===== src/hdl/lcd_ctrl_pkg.sv =====
// Notes on behaviour
// - Pump-control bit 3 picks resistor-bias supply: 0 external pin, 1 charge pump.
// - Pump-control bits 1:0 pick pump output: 3.3V, 3.0V, 2.7V, 4.5V.
// - Main-control bit 7 picks drive waveform: 0 type A, 1 type B.
// - Main-control bit 6 picks bias method: 0 resistor, 1 capacitor.
// - Capacitor bias switches on the internal charge pump for bias generation.
// - Main-control bits 5:4 pick capacitor-bias source: pins, reference, 3V, supply.
// - Main-control bits 2:1 pick bias current: 25, 50, 100, 200 uA.
// - Display enable works in Normal, Slow, Idle; Sleep forces display off.
// - First select register bit n picks segment function for pin n, 0..7.
// - Second select register bits 0..7 enable segment function for pins 8..15.
// - Third select register bits 1:0 serve pins 39:38; bits 7:2 read zero.
// - Larger variant only: fourth select register enables pins 40..47.
// - Unused pump-control bits 7:4 and 2 read zero; all bits reset zero.
// - With display disabled, common and segment drive stop, display blanks.
package lcd_ctrl_pkg;

    // Register byte addresses
    localparam logic [11:0] addr_pump_ctrl = 12'h000;
    localparam logic [11:0] addr_main_ctrl = 12'h004;
    localparam logic [11:0] addr_seg_sel_a = 12'h008;
    localparam logic [11:0] addr_seg_sel_b = 12'h00C;
    localparam logic [11:0] addr_seg_sel_c = 12'h010;
    localparam logic [11:0] addr_seg_sel_d = 12'h014;
    localparam logic [11:0] addr_status = 12'h018;

    // Implemented-bit masks
    localparam logic [7:0] pump_ctrl_mask = 8'h0B;
    localparam logic [7:0] main_ctrl_mask = 8'hF7;
    localparam logic [7:0] seg_sel_c_mask = 8'h03;
    localparam logic [7:0] full_mask = 8'hFF;
    localparam logic [7:0] reg_reset = 8'h00;

    // Field positions
    localparam int pos_supply_sel = 3;
    localparam int pos_pump_volt = 0;
    localparam int pos_waveform = 7;
    localparam int pos_bias_method = 6;
    localparam int pos_cap_source = 4;
    localparam int pos_bias_current = 1;
    localparam int pos_display_en = 0;

    // Power modes from the system
    typedef enum logic [1:0] {
        pm_normal = 2'h0,
        pm_slow = 2'h1,
        pm_idle = 2'h2,
        pm_sleep = 2'h3
    } power_mode_t;

    // Settings handed to the analog and timing logic
    typedef struct packed {
        logic drive_supply_sel;
        logic [1:0] pump_voltage_sel;
        logic waveform_b;
        logic bias_method_sel;
        logic [1:0] cap_bias_source_sel;
        logic [1:0] bias_current_sel;
        logic pump_on;
        logic display_on;
    } lcd_cfg_t;

endpackage


===== src/hdl/lcd_driver_control_regs.sv =====
// Design decisions made here: the register addresses and the APB register port.
`timescale 1ns/10ps
`default_nettype none
// LCD driver control register bank on APB
module lcd_driver_control_regs #(
    parameter bit large_variant = 1'b1 // Fourth segment register present
) (
    input wire logic pclk, // Clock, 125 MHz
    input wire logic presetn, // Async reset, active low
    input wire logic psel, // APB select
    input wire logic penable, // APB enable
    input wire logic pwrite, // APB write
    input wire logic [11:0] paddr, // APB byte address
    input wire logic [31:0] pwdata, // APB write data
    input wire logic [3:0] pstrb, // APB byte strobes
    output logic [31:0] prdata, // APB read data
    output logic pready, // APB ready
    output logic pslverr, // APB error
    input wire lcd_ctrl_pkg::power_mode_t power_mode, // Chip power mode
    output lcd_ctrl_pkg::lcd_cfg_t cfg, // Registered drive settings
    output logic [47:0] seg_func_bit, // Per-pin segment function enable
    output logic drive_active // Common/segment drive running
);
    import lcd_ctrl_pkg::*;

    typedef struct packed {
        logic [7:0] pump_ctrl;
        logic [7:0] main_ctrl;
        logic [7:0] sel_a;
        logic [7:0] sel_b;
        logic [7:0] sel_c;
        logic [7:0] sel_d;
        lcd_cfg_t cfg;
        logic [47:0] seg;
        logic active;
        logic [31:0] rdata;
        logic ready;
        logic err;
    } state_t;

    state_t state_q;
    state_t state_d;
    logic wr_stb;
    logic hit;
    logic [7:0] rd_sel;
    logic [31:0] rd_word;
    logic rd_ready;
    logic rd_err;
    lcd_cfg_t cfg_now;

    // Masked byte-0 update, only implemented bits stored
    function automatic logic [7:0] upd(input logic [7:0] old, input logic [7:0] wd,
                                       input logic [7:0] mask, input logic en);
        upd = en ? (wd & mask) : old;
    endfunction

    // Address decode and read selection
    always_comb begin
        hit = 1'b1;
        rd_sel = 8'h00;
        if (paddr == addr_pump_ctrl) begin
            rd_sel = state_q.pump_ctrl & pump_ctrl_mask;
        end else if (paddr == addr_main_ctrl) begin
            rd_sel = state_q.main_ctrl & main_ctrl_mask;
        end else if (paddr == addr_seg_sel_a) begin
            rd_sel = state_q.sel_a;
        end else if (paddr == addr_seg_sel_b) begin
            rd_sel = state_q.sel_b;
        end else if (paddr == addr_seg_sel_c) begin
            rd_sel = state_q.sel_c & seg_sel_c_mask;
        end else if (paddr == addr_seg_sel_d && large_variant) begin
            rd_sel = state_q.sel_d;
        end else if (paddr == addr_status) begin
            rd_sel = {7'h00, state_q.active};
        end else begin
            hit = 1'b0;
        end
    end

    lcd_apb_if u_apb (
        .pclk(pclk),
        .presetn(presetn),
        .psel(psel),
        .penable(penable),
        .pwrite(pwrite),
        .paddr(paddr),
        .rdata_in(rd_sel),
        .hit_in(hit),
        .wr_stb(wr_stb),
        .prdata(rd_word),
        .pready(rd_ready),
        .pslverr(rd_err)
    );

    lcd_cfg_gate u_gate (
        .pump_ctrl(state_d.pump_ctrl),
        .main_ctrl(state_d.main_ctrl),
        .power_mode(power_mode),
        .cfg(cfg_now)
    );

    // Next state; status register is read-only so writes to it are dropped
    always_comb begin
        logic we;
        we = 1'b0;
        state_d = state_q;
        we = wr_stb & pstrb[0];
        state_d.pump_ctrl = upd(state_q.pump_ctrl, pwdata[7:0], pump_ctrl_mask,
                                we && paddr == addr_pump_ctrl);
        state_d.main_ctrl = upd(state_q.main_ctrl, pwdata[7:0], main_ctrl_mask,
                                we && paddr == addr_main_ctrl);
        state_d.sel_a = upd(state_q.sel_a, pwdata[7:0], full_mask, we && paddr == addr_seg_sel_a);
        state_d.sel_b = upd(state_q.sel_b, pwdata[7:0], full_mask, we && paddr == addr_seg_sel_b);
        state_d.sel_c = upd(state_q.sel_c, pwdata[7:0], seg_sel_c_mask, we && paddr == addr_seg_sel_c);
        state_d.sel_d = upd(state_q.sel_d, pwdata[7:0], full_mask,
                            we && large_variant && paddr == addr_seg_sel_d);
        state_d.cfg = cfg_now;
        // Pins 16..37 have no select bit and stay I/O
        state_d.seg = {state_d.sel_d, state_d.sel_c[1:0], 22'h000000,
                       state_d.sel_b, state_d.sel_a};
        // No drive at all while the effective enable is low
        state_d.active = cfg_now.display_on;
        // Read data is captured only at setup, so the output needs no mux behind the flop
        state_d.rdata = (psel & ~penable) ? rd_word : 32'h00000000;
        state_d.ready = psel & ~penable;
        state_d.err = rd_err & ~state_q.ready ? 1'b0 : (psel & ~penable & ~hit);
    end

    // One register stage for all state
    always_ff @(posedge pclk or negedge presetn) begin
        if (!presetn) begin
            state_q <= '0;
        end else begin
            state_q <= state_d;
        end
    end

    // Outputs from flops; pready and pslverr are ANDed with the registered ready
    always_comb begin
        cfg = state_q.cfg;
        seg_func_bit = state_q.seg;
        drive_active = state_q.active;
        prdata = state_q.rdata;
        pready = state_q.ready & rd_ready;
        pslverr = state_q.ready & state_q.err;
    end
endmodule
`default_nettype wire


===== src/hdl/lcd_apb_if.sv =====
`timescale 1ns/10ps
`default_nettype none
// APB slave front end: zero wait states, flags unmapped addresses
module lcd_apb_if (
    input wire logic pclk, // Bus clock
    input wire logic presetn, // Async reset, active low
    input wire logic psel, // Select
    input wire logic penable, // Access phase
    input wire logic pwrite, // Write
    input wire logic [11:0] paddr, // Byte address
    input wire logic [7:0] rdata_in, // Read data from the bank
    input wire logic hit_in, // Address is mapped
    output logic wr_stb, // One-cycle write strobe
    output logic [31:0] prdata, // Read data
    output logic pready, // Always ready
    output logic pslverr // Unmapped access
);
    import lcd_ctrl_pkg::*;

    // Writes commit at the completing edge of the access phase
    always_comb begin
        wr_stb = psel & penable & pwrite & hit_in;
        pready = 1'b1;
        pslverr = psel & penable & ~hit_in;
        prdata = (psel & ~pwrite) ? {24'h000000, rdata_in} : 32'h00000000;
    end
endmodule
`default_nettype wire


===== src/hdl/lcd_cfg_gate.sv =====
`timescale 1ns/10ps
`default_nettype none
// Derives effective drive settings from stored fields and power mode
module lcd_cfg_gate (
    input wire logic [7:0] pump_ctrl, // Stored pump control
    input wire logic [7:0] main_ctrl, // Stored main control
    input wire lcd_ctrl_pkg::power_mode_t power_mode, // Chip power mode
    output lcd_ctrl_pkg::lcd_cfg_t cfg // Effective settings
);
    import lcd_ctrl_pkg::*;

    // Sleep overrides enable so the panel never sees DC in sleep
    always_comb begin
        cfg.drive_supply_sel = pump_ctrl[pos_supply_sel];
        cfg.pump_voltage_sel = pump_ctrl[pos_pump_volt +: 2];
        cfg.waveform_b = main_ctrl[pos_waveform];
        cfg.bias_method_sel = main_ctrl[pos_bias_method];
        cfg.cap_bias_source_sel = main_ctrl[pos_cap_source +: 2];
        cfg.bias_current_sel = main_ctrl[pos_bias_current +: 2];
        // Pump runs for cap bias, or for resistor bias fed from the pump
        cfg.pump_on = main_ctrl[pos_bias_method] | pump_ctrl[pos_supply_sel];
        cfg.display_on = main_ctrl[pos_display_en] & (power_mode != pm_sleep);
    end
endmodule
`default_nettype wire


===== config.mk =====
export PLATFORM = sky130hd
export DESIGN_NAME = lcd_driver_control_regs
export DESIGN_NICKNAME = d
export VERILOG_FILES = /design/src/hdl/lcd_ctrl_pkg.sv /design/src/hdl/lcd_driver_control_regs.sv /design/src/hdl/lcd_apb_if.sv /design/src/hdl/lcd_cfg_gate.sv
export SDC_FILE = /design/constraint.sdc
export NUM_CORES = 1
export LEC_CHECK = 0
export BUFFER_PORTS_ARGS = -buffer_cell sky130_fd_sc_hd__clkbuf_2
export CORE_MARGIN = 4
export CORE_UTILIZATION = 40
export DETAILED_ROUTE_END_ITERATION = 8
export PLACE_DENSITY = 0.68
export SETUP_SLACK_MARGIN = 0.3
export SLEW_MARGIN = 20
export SYNTH_ARGS = -nofsm -noshare
export SYNTH_HDL_FRONTEND = slang
export SYNTH_SLANG_ARGS = --single-unit
export TNS_END_PERCENT = 5

===== constraint.sdc =====
create_clock -name pclk -period 1.5 [get_ports pclk]
set_input_delay 0.225 -clock pclk [delete_from_list [all_inputs] [get_ports pclk]]
set_output_delay 0.225 -clock pclk [all_outputs]
set_load 0.1 [all_outputs]

==> results.cfg, run 1 <==
[floorplan]
initial_utilization_pct = 41.8
io_pins = 149
die_area_um2 = 8600
rows = 30
die_h_um = 92.7
die_width_um = 92.7
core_um2 = 6870

[drt]
routed_wl_um = 6130
drt_pass1_iterations = 4
viasPerCell = 4.57
drc = 0
first_iter_violations = 59
postRouteAntennaNets = 0
wl_per_cell_um = 15.1
vias = 1858

[finish]
multi_input_area_um2 = 1150
fillers = 651
ff_latch_area_um2 = 1200
nets = 365
drive_gt1_share_pct = 51.1
diodes = 0
finalInstanceArea_um2 = 3210
syn2layout_area_growth_pct = 11.8

[power_and_ir_drop]
p_per_area_nw_per_um2 = 913
p_int_mw = 1.87
power.share.clock_pct = 31.7
p_seq_share_pct = 44.3
power.leakage_nw = 1.71
peakVddDrop_mv = 0.374
combPwrFrac_pct = 24.0
swShare_pct = 36.2
p_sw_mw = 1.06

[global_route]
gr-usage-all-layers_pct = 14.2
grt_pass1_wl_um = 9580
grt_max_degree = 49
grt_pass1_vias = 1892
antenna_found_initial = 0
grt_overflow = 0

[cts]
cts_tree = done
cts_made_buffers = 5
clk_path_buf_depth = 2
clk_pin_slew_worst_paths_ns = 0.09
cts_sinks = 48
clk_latency_ns = 0.31
h-tree-depth = 2
root_buffer = clkbuf_8

[worst_setup_path]
crit_start = paddr[11]
path_cells = buf_6, nor4_4, and3_4, nand3_4, mux2_4, or2_1
arrival_ns = 1.63
crit_slowest_cell = nor4_4
path_class = input port to flip-flop
r2r-start = state_q[110]$_DFFE_PN0P_
rrSetupSlack_ns = 0.32
cp.required_ns = 1.70
critPathMaxFanout = 4
start_kind = input port
end_kind = flip-flop
reg2reg_depth = 3
r2r-end = prdata[0]$_DFF_PN0_
slowest_delay_ns = 0.34

[synth]
async_flop_share_pct = 100
netlist_top_cells_count = buf_4 (91), dfrtp_1 (48), mux2_2 (35), inv_1 (6), nand2_1 (6)
yosysTopAreaCell = dfrtp_1
synth_warnings = 0
synthCells = 257
netlist_top_cells_area = dfrtp_1 (42%), buf_4 (24%), mux2_2 (14%)
synth_top_area_share_pct = 41.8
synth_ff_type = dfrtp_1
synth.distinct_cells = 38
ys_seq_area_share_pct = 41.8
ys_seq_elements = 48
avgSynthCellArea_um2 = 11.2
synth_edf_count = 0
netlist_area_um2 = 2870
yosysMostFrequentCell = buf_4

[sta]
finalSetupViolations = 0
finClkSkew_ns = 0.00581
drv_slew = 0
slew_headroom_pct = 63.1
fmax_mhz = 698
fin_crit_ns = 1.43
worst_slack_ns = 0.0666
fin_crit_sh_pct = 95.6
tightest_slew_ns = 0.556
hold_viol_final = 0
grt_setup_unrepaired = true
holdWs_ns = 0.0808

[job]
maxCapViolations = 0

[place]
gp_congestion = 0.824
hpwl_um = 4660
portBuffers = 75
dp_slack_ns = -0.273
place_area_um2 = 3040

[hold_path]
hold_depth = 2
hp-class = input port to flip-flop
min-delay-start = power_mode[0]
whs_endpoint = drive_active$_DFF_PN0_

[outcome]
outcome = finished clean
-- flip-flops by register name, summed over array words and instances, names as in the netlist --
name          count
drive_active      1
state_q          30
seg_func_bit      5
prdata            8
cfg               4
-- kinds of logic after synthesis --
kind of cell           after synthesis  share of synthesized area (%)
AO/OA/AOI/OAI                       21                           4.92
flip-flops                          48                           41.8
buffers and inverters              104                           25.6
AND/OR/NAND/NOR                     41                           10.3
multiplexers                        42                           17.2
other                                1                          0.131
-- layout make-up --
cell class,instances,area share (%)
Inverter,6,0.702
Sequential cell,48,37.5
Multi-Input combinational cell,150,35.8
Clock buffer,6,2.26
Clock inverter,2,1.09
Tap cell,96,3.74
Timing Repair Buffer,99,18.9
-- worst max path at each step --
stage | end | depth (start not counted)
floorplan | seg_func_bit[7]$_DFFE_PN0P_ | 4
global placement | cfg[1]$_DFF_PN0_ | 6
detailed placement | seg_func_bit[47]$_DFFE_PN0P_ | 6
CTS | cfg[1]$_DFF_PN0_ | 6
global route | cfg[1]$_DFF_PN0_ | 6
finish | cfg[1]$_DFF_PN0_ | 6
-- worst max-delay path, delay by kind of cell --
kind | cells | cell delay [ns]
buffers and inverters | 1 | 0.09
and+or+nand+nor | 4 | 0.98
muxes | 1 | 0.33
-- through the flow --
step	total power [mW]	util, %	std cells	setup TNS [ns]
after floorplan	1.99	-	302	-0.585
after global placement	2.01	44.2	398	-7.20
after detailed placement	2.02	44.2	398	-8.52
after CTS	2.95	46.4	407	0
after global routing	3.03	46.7	407	0
final	2.93	46.7	407	0
-- cell usage in the layout (no fill, tap or decap), types with 2 or more instances in the layout --
| cell type | netlist | final |
|---|---|---|
| conb_1 | 1 | 46 |
| nand3_1 | 2 | 2 |
| nand2_1 | 6 | 6 |
| clkbuf_2 | 0 | 64 |
| a211oi_1 | 5 | 4 |
| a22oi_1 | 5 | 5 |
| mux4_2 | 2 | 2 |
| dfrtp_2 | 0 | 2 |
| o22ai_1 | 5 | 5 |
| nor2b_1 | 5 | 5 |
| inv_1 | 6 | 6 |
| nand3_4 | 1 | 3 |
| clkbuf_8 | 0 | 5 |
| nor3_4 | 1 | 2 |
| dfrtp_1 | 48 | 46 |
| mux2_2 | 35 | 33 |
| buf_4 | 91 | 30 |
| nand3b_1 | 2 | 2 |
| o21ai_0 | 2 | 2 |
| mux2_4 | 1 | 3 |
| nand2b_1 | 2 | 2 |
| mux2i_1 | 4 | 4 |
| buf_6 | 0 | 2 |
| a21oi_1 | 2 | 2 |
| nor2_1 | 5 | 5 |
-- routing by layer --
metal / part of all wire [%] / global-route usage, % / routed length, um
met1: 42 / 17.9 / 2590
met2: 47 / 23.5 / 2890
met3: 8.9 / 4.31 / 545
met4: 1.7 / 4.64 / 106
met5: 0 / 0 / 0
-- power groups by stage --
stage | clock [mW] | sequential (mW) | combinational [mW]
2_1_floorplan | 0 | 1.33 | 0.661
3_3_place_gp | 0 | 1.32 | 0.689
4_1_cts | 0.949 | 1.30 | 0.700
6_report | 0.928 | 1.30 | 0.704
5_1_grt | 1.00 | 1.30 | 0.729
3_5_place_dp | 0 | 1.32 | 0.692
-- timing repair --
item / in CTS / in global routing
setup buffers: 0 / 0
hold buffers: 1 / 0
setup endpoints to repair: 91 / 93
endpoints found under the hold margin: 48 / 0
resized for setup: 6 / 7
gates cloned: 0 / 0
pin swaps: 4 / 3
No activity file was read; power rests on OpenSTA's default activity.
==> inputs of run 2 (changes only) <==
--- a/config.mk
+++ b/config.mk
@@ -9,6 +9,7 @@
 export CORE_MARGIN = 4
 export CORE_UTILIZATION = 40
 export DETAILED_ROUTE_END_ITERATION = 8
+export HOLD_SLACK_MARGIN = 0.15
 export PLACE_DENSITY = 0.68
 export SETUP_SLACK_MARGIN = 0.3
 export SLEW_MARGIN = 20
==> results.cfg, run 2 (synthesis gave the netlist of run 1 again) <==
[outcome]
outcome = finished clean

[power_and_ir_drop]
peakVddDrop_mv = 0.374
power_mw = 2.93
power.leakage_nw = 1.72
p_per_area_nw_per_um2 = 908

[sta]
tightest_slew_ns = 0.556
grt_setup_unrepaired = true
finalSetupViolations = 0
hold_viol_final = 0
fmax_mhz = 699
fin_crit_ns = 1.43
worst_slack_ns = 0.0696
drv_slew = 0
fin_crit_sh_pct = 95.4
finClkSkew_ns = 0.00598
holdWs_ns = 0.174
slew_headroom_pct = 63.1

[worst_setup_path]
critPathTopFamily = simple AND/OR/NAND/NOR gates
critPathMaxFanout = 4
reg2reg_depth = 3
critPathBufInv = 1
slowest_delay_ns = 0.34
start_kind = input port
path_cells = buf_6, nor4_4, and3_4, nand3_4, mux2_4, or2_1
arrival_ns = 1.62
worstSetupPathDepth = 6
cp.required_ns = 1.69
rrSetupSlack_ns = 0.32
path_class = input port to flip-flop
end_kind = flip-flop
crit_slowest_cell = nor4_4

[place]
hpwl_um = 4660
place_area_um2 = 3040
dp.cells = 398
portBuffers = 75
dp_slack_ns = -0.273
gp_congestion = 0.824

[finish]
syn2layout_area_growth_pct = 12.5
final_common_cell = clkbuf_2
nets = 367
finalInstanceArea_um2 = 3230
multi_input_area_um2 = 1150
diodes = 0
fillers = 649
ff_latch_area_um2 = 1200
layout_common_cells = clkbuf_2 (64), conb_1 (46), dfrtp_1 (46)
largest_reg_flops = 30
final_cells = 409
regMostFlops = state_q
drive_gt1_share_pct = 50.8

[cts]
clk_latency_ns = 0.31
root_buffer = clkbuf_8
h-tree-depth = 2
clk_pin_slew_worst_paths_ns = 0.08
cts_made_buffers = 5
cts_tree = done
clk_path_buf_depth = 2
cts_setup_buffers = 0
cts_sinks = 48

[drt]
vias = 1854
routed_wl_um = 6150
postRouteAntennaNets = 0
viasPerCell = 4.53
wl_per_cell_um = 15.0
drt_pass1_iterations = 4
drc = 0
first_iter_violations = 64

[floorplan]
initial_utilization_pct = 41.8
die_h_um = 92.7
io_pins = 149
die_width_um = 92.7
die_area_um2 = 8600
rows = 30
core_um2 = 6870

[job]
maxCapViolations = 0

[global_route]
grt_overflow = 0
gr-usage-all-layers_pct = 14.3
grt_pass1_vias = 1904
antenna_found_initial = 0
grt_max_degree = 49
grt_pass1_wl_um = 9630

[hold_path]
hold_depth = 3
hp-class = input port to flip-flop
run 2: cell count changes in the layout (fill, tap and decap cells not counted):
| cell | before | now |
|---|---|---|
| dlygate4sd3_1 | 1 | 3 |
run 2: what timing repair did:
action | in CTS | in global routing
hold buffers | 3 | 0
setup endpoints to repair | 91 | 93
pin swaps | 4 | 3
gates resized for setup | 6 | 7
hold endpoints to repair | 49 | 0
run 2: stage by stage:
| stage | utilization (%) | TNS [ns] |
|---|---|---|
| 2_1_floorplan | - | -0.585 |
| 3_3_place_gp | 44.2 | -7.20 |
| 3_5_place_dp | 44.2 | -8.52 |
| 4_1_cts | 46.7 | 0 |
| 5_1_grt | 47.0 | 0 |
| 6_report | 47.0 | 0 |
run 2: area by class of cell:
class                      count  area share (%)
inverter                       6           0.697
sequential                    48            37.3
tap                           96            3.72
multi-input combinational    150            35.6
clock inverter                 2            1.08
clock buffer                   6            2.25
timing repair buffer         101            19.4
run 2: worst min-delay path, delay by kind of cell:
family	cells	cell delay, ns
buffers and inverters	2	0.14
AND/OR/NAND/NOR	1	0.08
run 2: final timing paths:
| check | startpoint | endpoint |
|---|---|---|
| min in group asynchronous | presetn | state_q[111]$_DFFE_PN0P_ |
| max in group asynchronous | presetn | state_q[1]$_DFF_PN0_ |
| max | paddr[11] | cfg[1]$_DFF_PN0_ |
| min reg2reg | state_q[126]$_DFF_PN0_ | state_q[126]$_DFF_PN0_ |
| max reg2reg | state_q[110]$_DFFE_PN0P_ | prdata[0]$_DFF_PN0_ |
| min | psel | state_q[1]$_DFF_PN0_ |
run 2: per-layer routing:
metal	share of wire [%]	wire, um	GRT usage [%]
met5	0	0	0
met4	1.5	94	4.64
met2	48	2930	23.7
met3	8.2	504	4.31
met1	43	2620	17.9
run 2: power breakdown:
| group | total, mW | internal [mW] | leakage (nW) | switching [mW] |
|---|---|---|---|---|
| registers | 1.30 | 1.30 | 0.666 | 0.00133 |
| clock network | 0.927 | 0.495 | 0.0552 | 0.432 |
| logic | 0.708 | 0.0819 | 1.00 | 0.626 |
| total | 2.93 | 1.87 | 1.72 | 1.06 |
==> inputs of run 3 (changes only) <==
--- a/config.mk
+++ b/config.mk
@@ -6,11 +6,13 @@
 export NUM_CORES = 1
 export LEC_CHECK = 0
 export BUFFER_PORTS_ARGS = -buffer_cell sky130_fd_sc_hd__clkbuf_2
+export CELL_PAD_IN_SITES_DETAIL_PLACEMENT = 0
+export CELL_PAD_IN_SITES_GLOBAL_PLACEMENT = 2
 export CORE_MARGIN = 4
-export CORE_UTILIZATION = 40
+export CORE_UTILIZATION = 27
 export DETAILED_ROUTE_END_ITERATION = 8
 export HOLD_SLACK_MARGIN = 0.15
-export PLACE_DENSITY = 0.68
+export PLACE_DENSITY = 0.77
 export SETUP_SLACK_MARGIN = 0.3
 export SLEW_MARGIN = 20
 export SYNTH_ARGS = -nofsm -noshare
==> constraint.sdc (replaced) <==
create_clock -name pclk -period 1.59 [get_ports pclk]
set_input_delay 0.2385 -clock pclk [delete_from_list [all_inputs] [get_ports pclk]]
set_output_delay 0.2385 -clock pclk [all_outputs]
set_load 0.1 [all_outputs]
==> results.cfg, run 3 (synthesis gave the netlist of run 1 again) <==
[outcome]
outcome = finished clean

[power_and_ir_drop]
p_seq_share_pct = 46.2
power.share.clock_pct = 28.3
combPwrFrac_pct = 25.5
swShare_pct = 37.3
p_per_area_nw_per_um2 = 804
power.leakage_nw = 1.74
p_sw_mw = 0.988
p_int_mw = 1.66
peakVddDrop_mv = 0.288

[sta]
finClkSkew_ns = 0.00523
grt_setup_unrepaired = true
fmax_mhz = 705
finalSetupViolations = 0
drv_slew = 0
slew_headroom_pct = 62.3
fin_crit_ns = 1.42
fin_crit_sh_pct = 89.2
tns_ns = 0
holdWs_ns = 0.222
tightest_slew_ns = 0.569
worst_slack_ns = 0.172
hold_viol_final = 0

[floorplan]
io_pins = 149
core_um2 = 10300
die_area_um2 = 12300
initial_utilization_pct = 27.8
die_width_um = 111
die_h_um = 111
rows = 37

[worst_setup_path]
start_kind = input port
path_class = input port to flip-flop
rrSetupSlack_ns = 0.32
r2r-start = state_q[111]$_DFFE_PN0P_
arrival_ns = 1.60
r2r-end = prdata[1]$_DFF_PN0_
cp.required_ns = 1.77
critPathMaxFanout = 5
crit_start = paddr[8]
end_kind = flip-flop
crit_end = state_q[123]$_DFFE_PN0P_
reg2reg_depth = 3

[cts]
clk_path_buf_depth = 2
clk_latency_ns = 0.29
h-tree-depth = 2
cts_made_buffers = 5
cts_sinks = 48
root_buffer = clkbuf_8
cts_tree = done
clk_pin_slew_worst_paths_ns = 0.08

[drt]
viasPerCell = 3.99
first_iter_violations = 56
wl_per_cell_um = 14.5
routed_wl_um = 6580
postRouteAntennaNets = 0
vias = 1813
drc = 0
drt_pass1_iterations = 4

[finish]
nets = 372
fillers = 1072
syn2layout_area_growth_pct = 14.7
largest_reg_flops = 30
final_common_cell = clkbuf_2
diodes = 0
drive_gt1_share_pct = 51.9
regMostFlops = state_q
final_cells = 454
layout_common_cells = clkbuf_2 (73), conb_1 (46), dfrtp_1 (46)

[hold_path]
hp-class = input port to flip-flop

[place]
portBuffers = 75
dp_slack_ns = -0.290
dp.cells = 442
hpwl_um = 5200
gp_congestion = 0.722

[global_route]
grt_max_degree = 49
grt_overflow = 0
gr-usage-all-layers_pct = 10.5
grt_pass1_vias = 1834
antenna_found_initial = 0
grt_pass1_wl_um = 10200

[job]
maxCapViolations = 0
## run 3: power groups by stage
| stage | registers [mW] | logic [mW] | clock network, mW |
|---|---|---|---|
| 3_3_place_gp | 1.25 | 0.658 | 0 |
| 2_1_floorplan | 1.26 | 0.623 | 0 |
| 3_5_place_dp | 1.25 | 0.660 | 0 |
| 5_1_grt | 1.23 | 0.700 | 0.814 |
| 6_report | 1.22 | 0.675 | 0.749 |
| 4_1_cts | 1.22 | 0.673 | 0.777 |
## run 3: how the worst min path moves through the flow
stage | start | endpoint | cells past startpoint
2_1_floorplan | presetn | cfg[1]$_DFF_PN0_ | 0
3_3_place_gp | presetn | state_q[118]$_DFFE_PN0P_ | 2
3_5_place_dp | presetn | state_q[0]$_DFF_PN0_ | 2
4_1_cts | pwdata[2] | state_q[112]$_DFFE_PN0P_ | 2
5_1_grt | pwdata[2] | state_q[128]$_DFFE_PN0N_ | 2
6_report | pwdata[2] | state_q[112]$_DFFE_PN0P_ | 2
## run 3: layer usage
metal | share of wire [%] | GRT usage (%) | wire length [um] | vias to the layer above
met1 | 42 | 13.7 | 2780 | 875
li1 | - | - | - | 854
met4 | 1.4 | 3.81 | 89 | 0
met3 | 8.3 | 3.38 | 548 | 6
met2 | 48 | 16.5 | 3160 | 78
met5 | 0 | 0 | 0 | -
## run 3: critical path, stage by stage
cell     delay [ns]
buf_6          0.09
nor4_4         0.33
nand3_4        0.19
nor3b_4        0.22
buf_4          0.18
mux2_2         0.34
## run 3: layout make-up
class | instances | area [um^2] | share of cell area [%]
Timing Repair Buffer | 106 | 658 | 20.0
Multi-Input combinational cell | 150 | 1150 | 34.9
Inverter | 6 | 22.5 | 0.684
Clock buffer | 8 | 90.1 | 2.73
Tap cell | 136 | 170 | 5.17
Sequential cell | 48 | 1200 | 36.5
## run 3: timing repair
item / CTS / global route
setup endpoints to repair: 91 / 91
pin swaps: 3 / 0
hold endpoints to repair: 49 / 0
hold buffers: 3 / 0
resized for setup: 10 / 5
setup buffers: 0 / 1
## run 3: stage by stage
step                      util [%]  cell area [um^2]  total power [mW]
after global routing          31.9              3290              2.74
after global placement        30.0              3090              1.91
after CTS                     31.6              3270              2.67
after floorplan                  -              3050              1.88
after detailed placement      30.0              3090              1.91
final                         31.9              3290              2.65
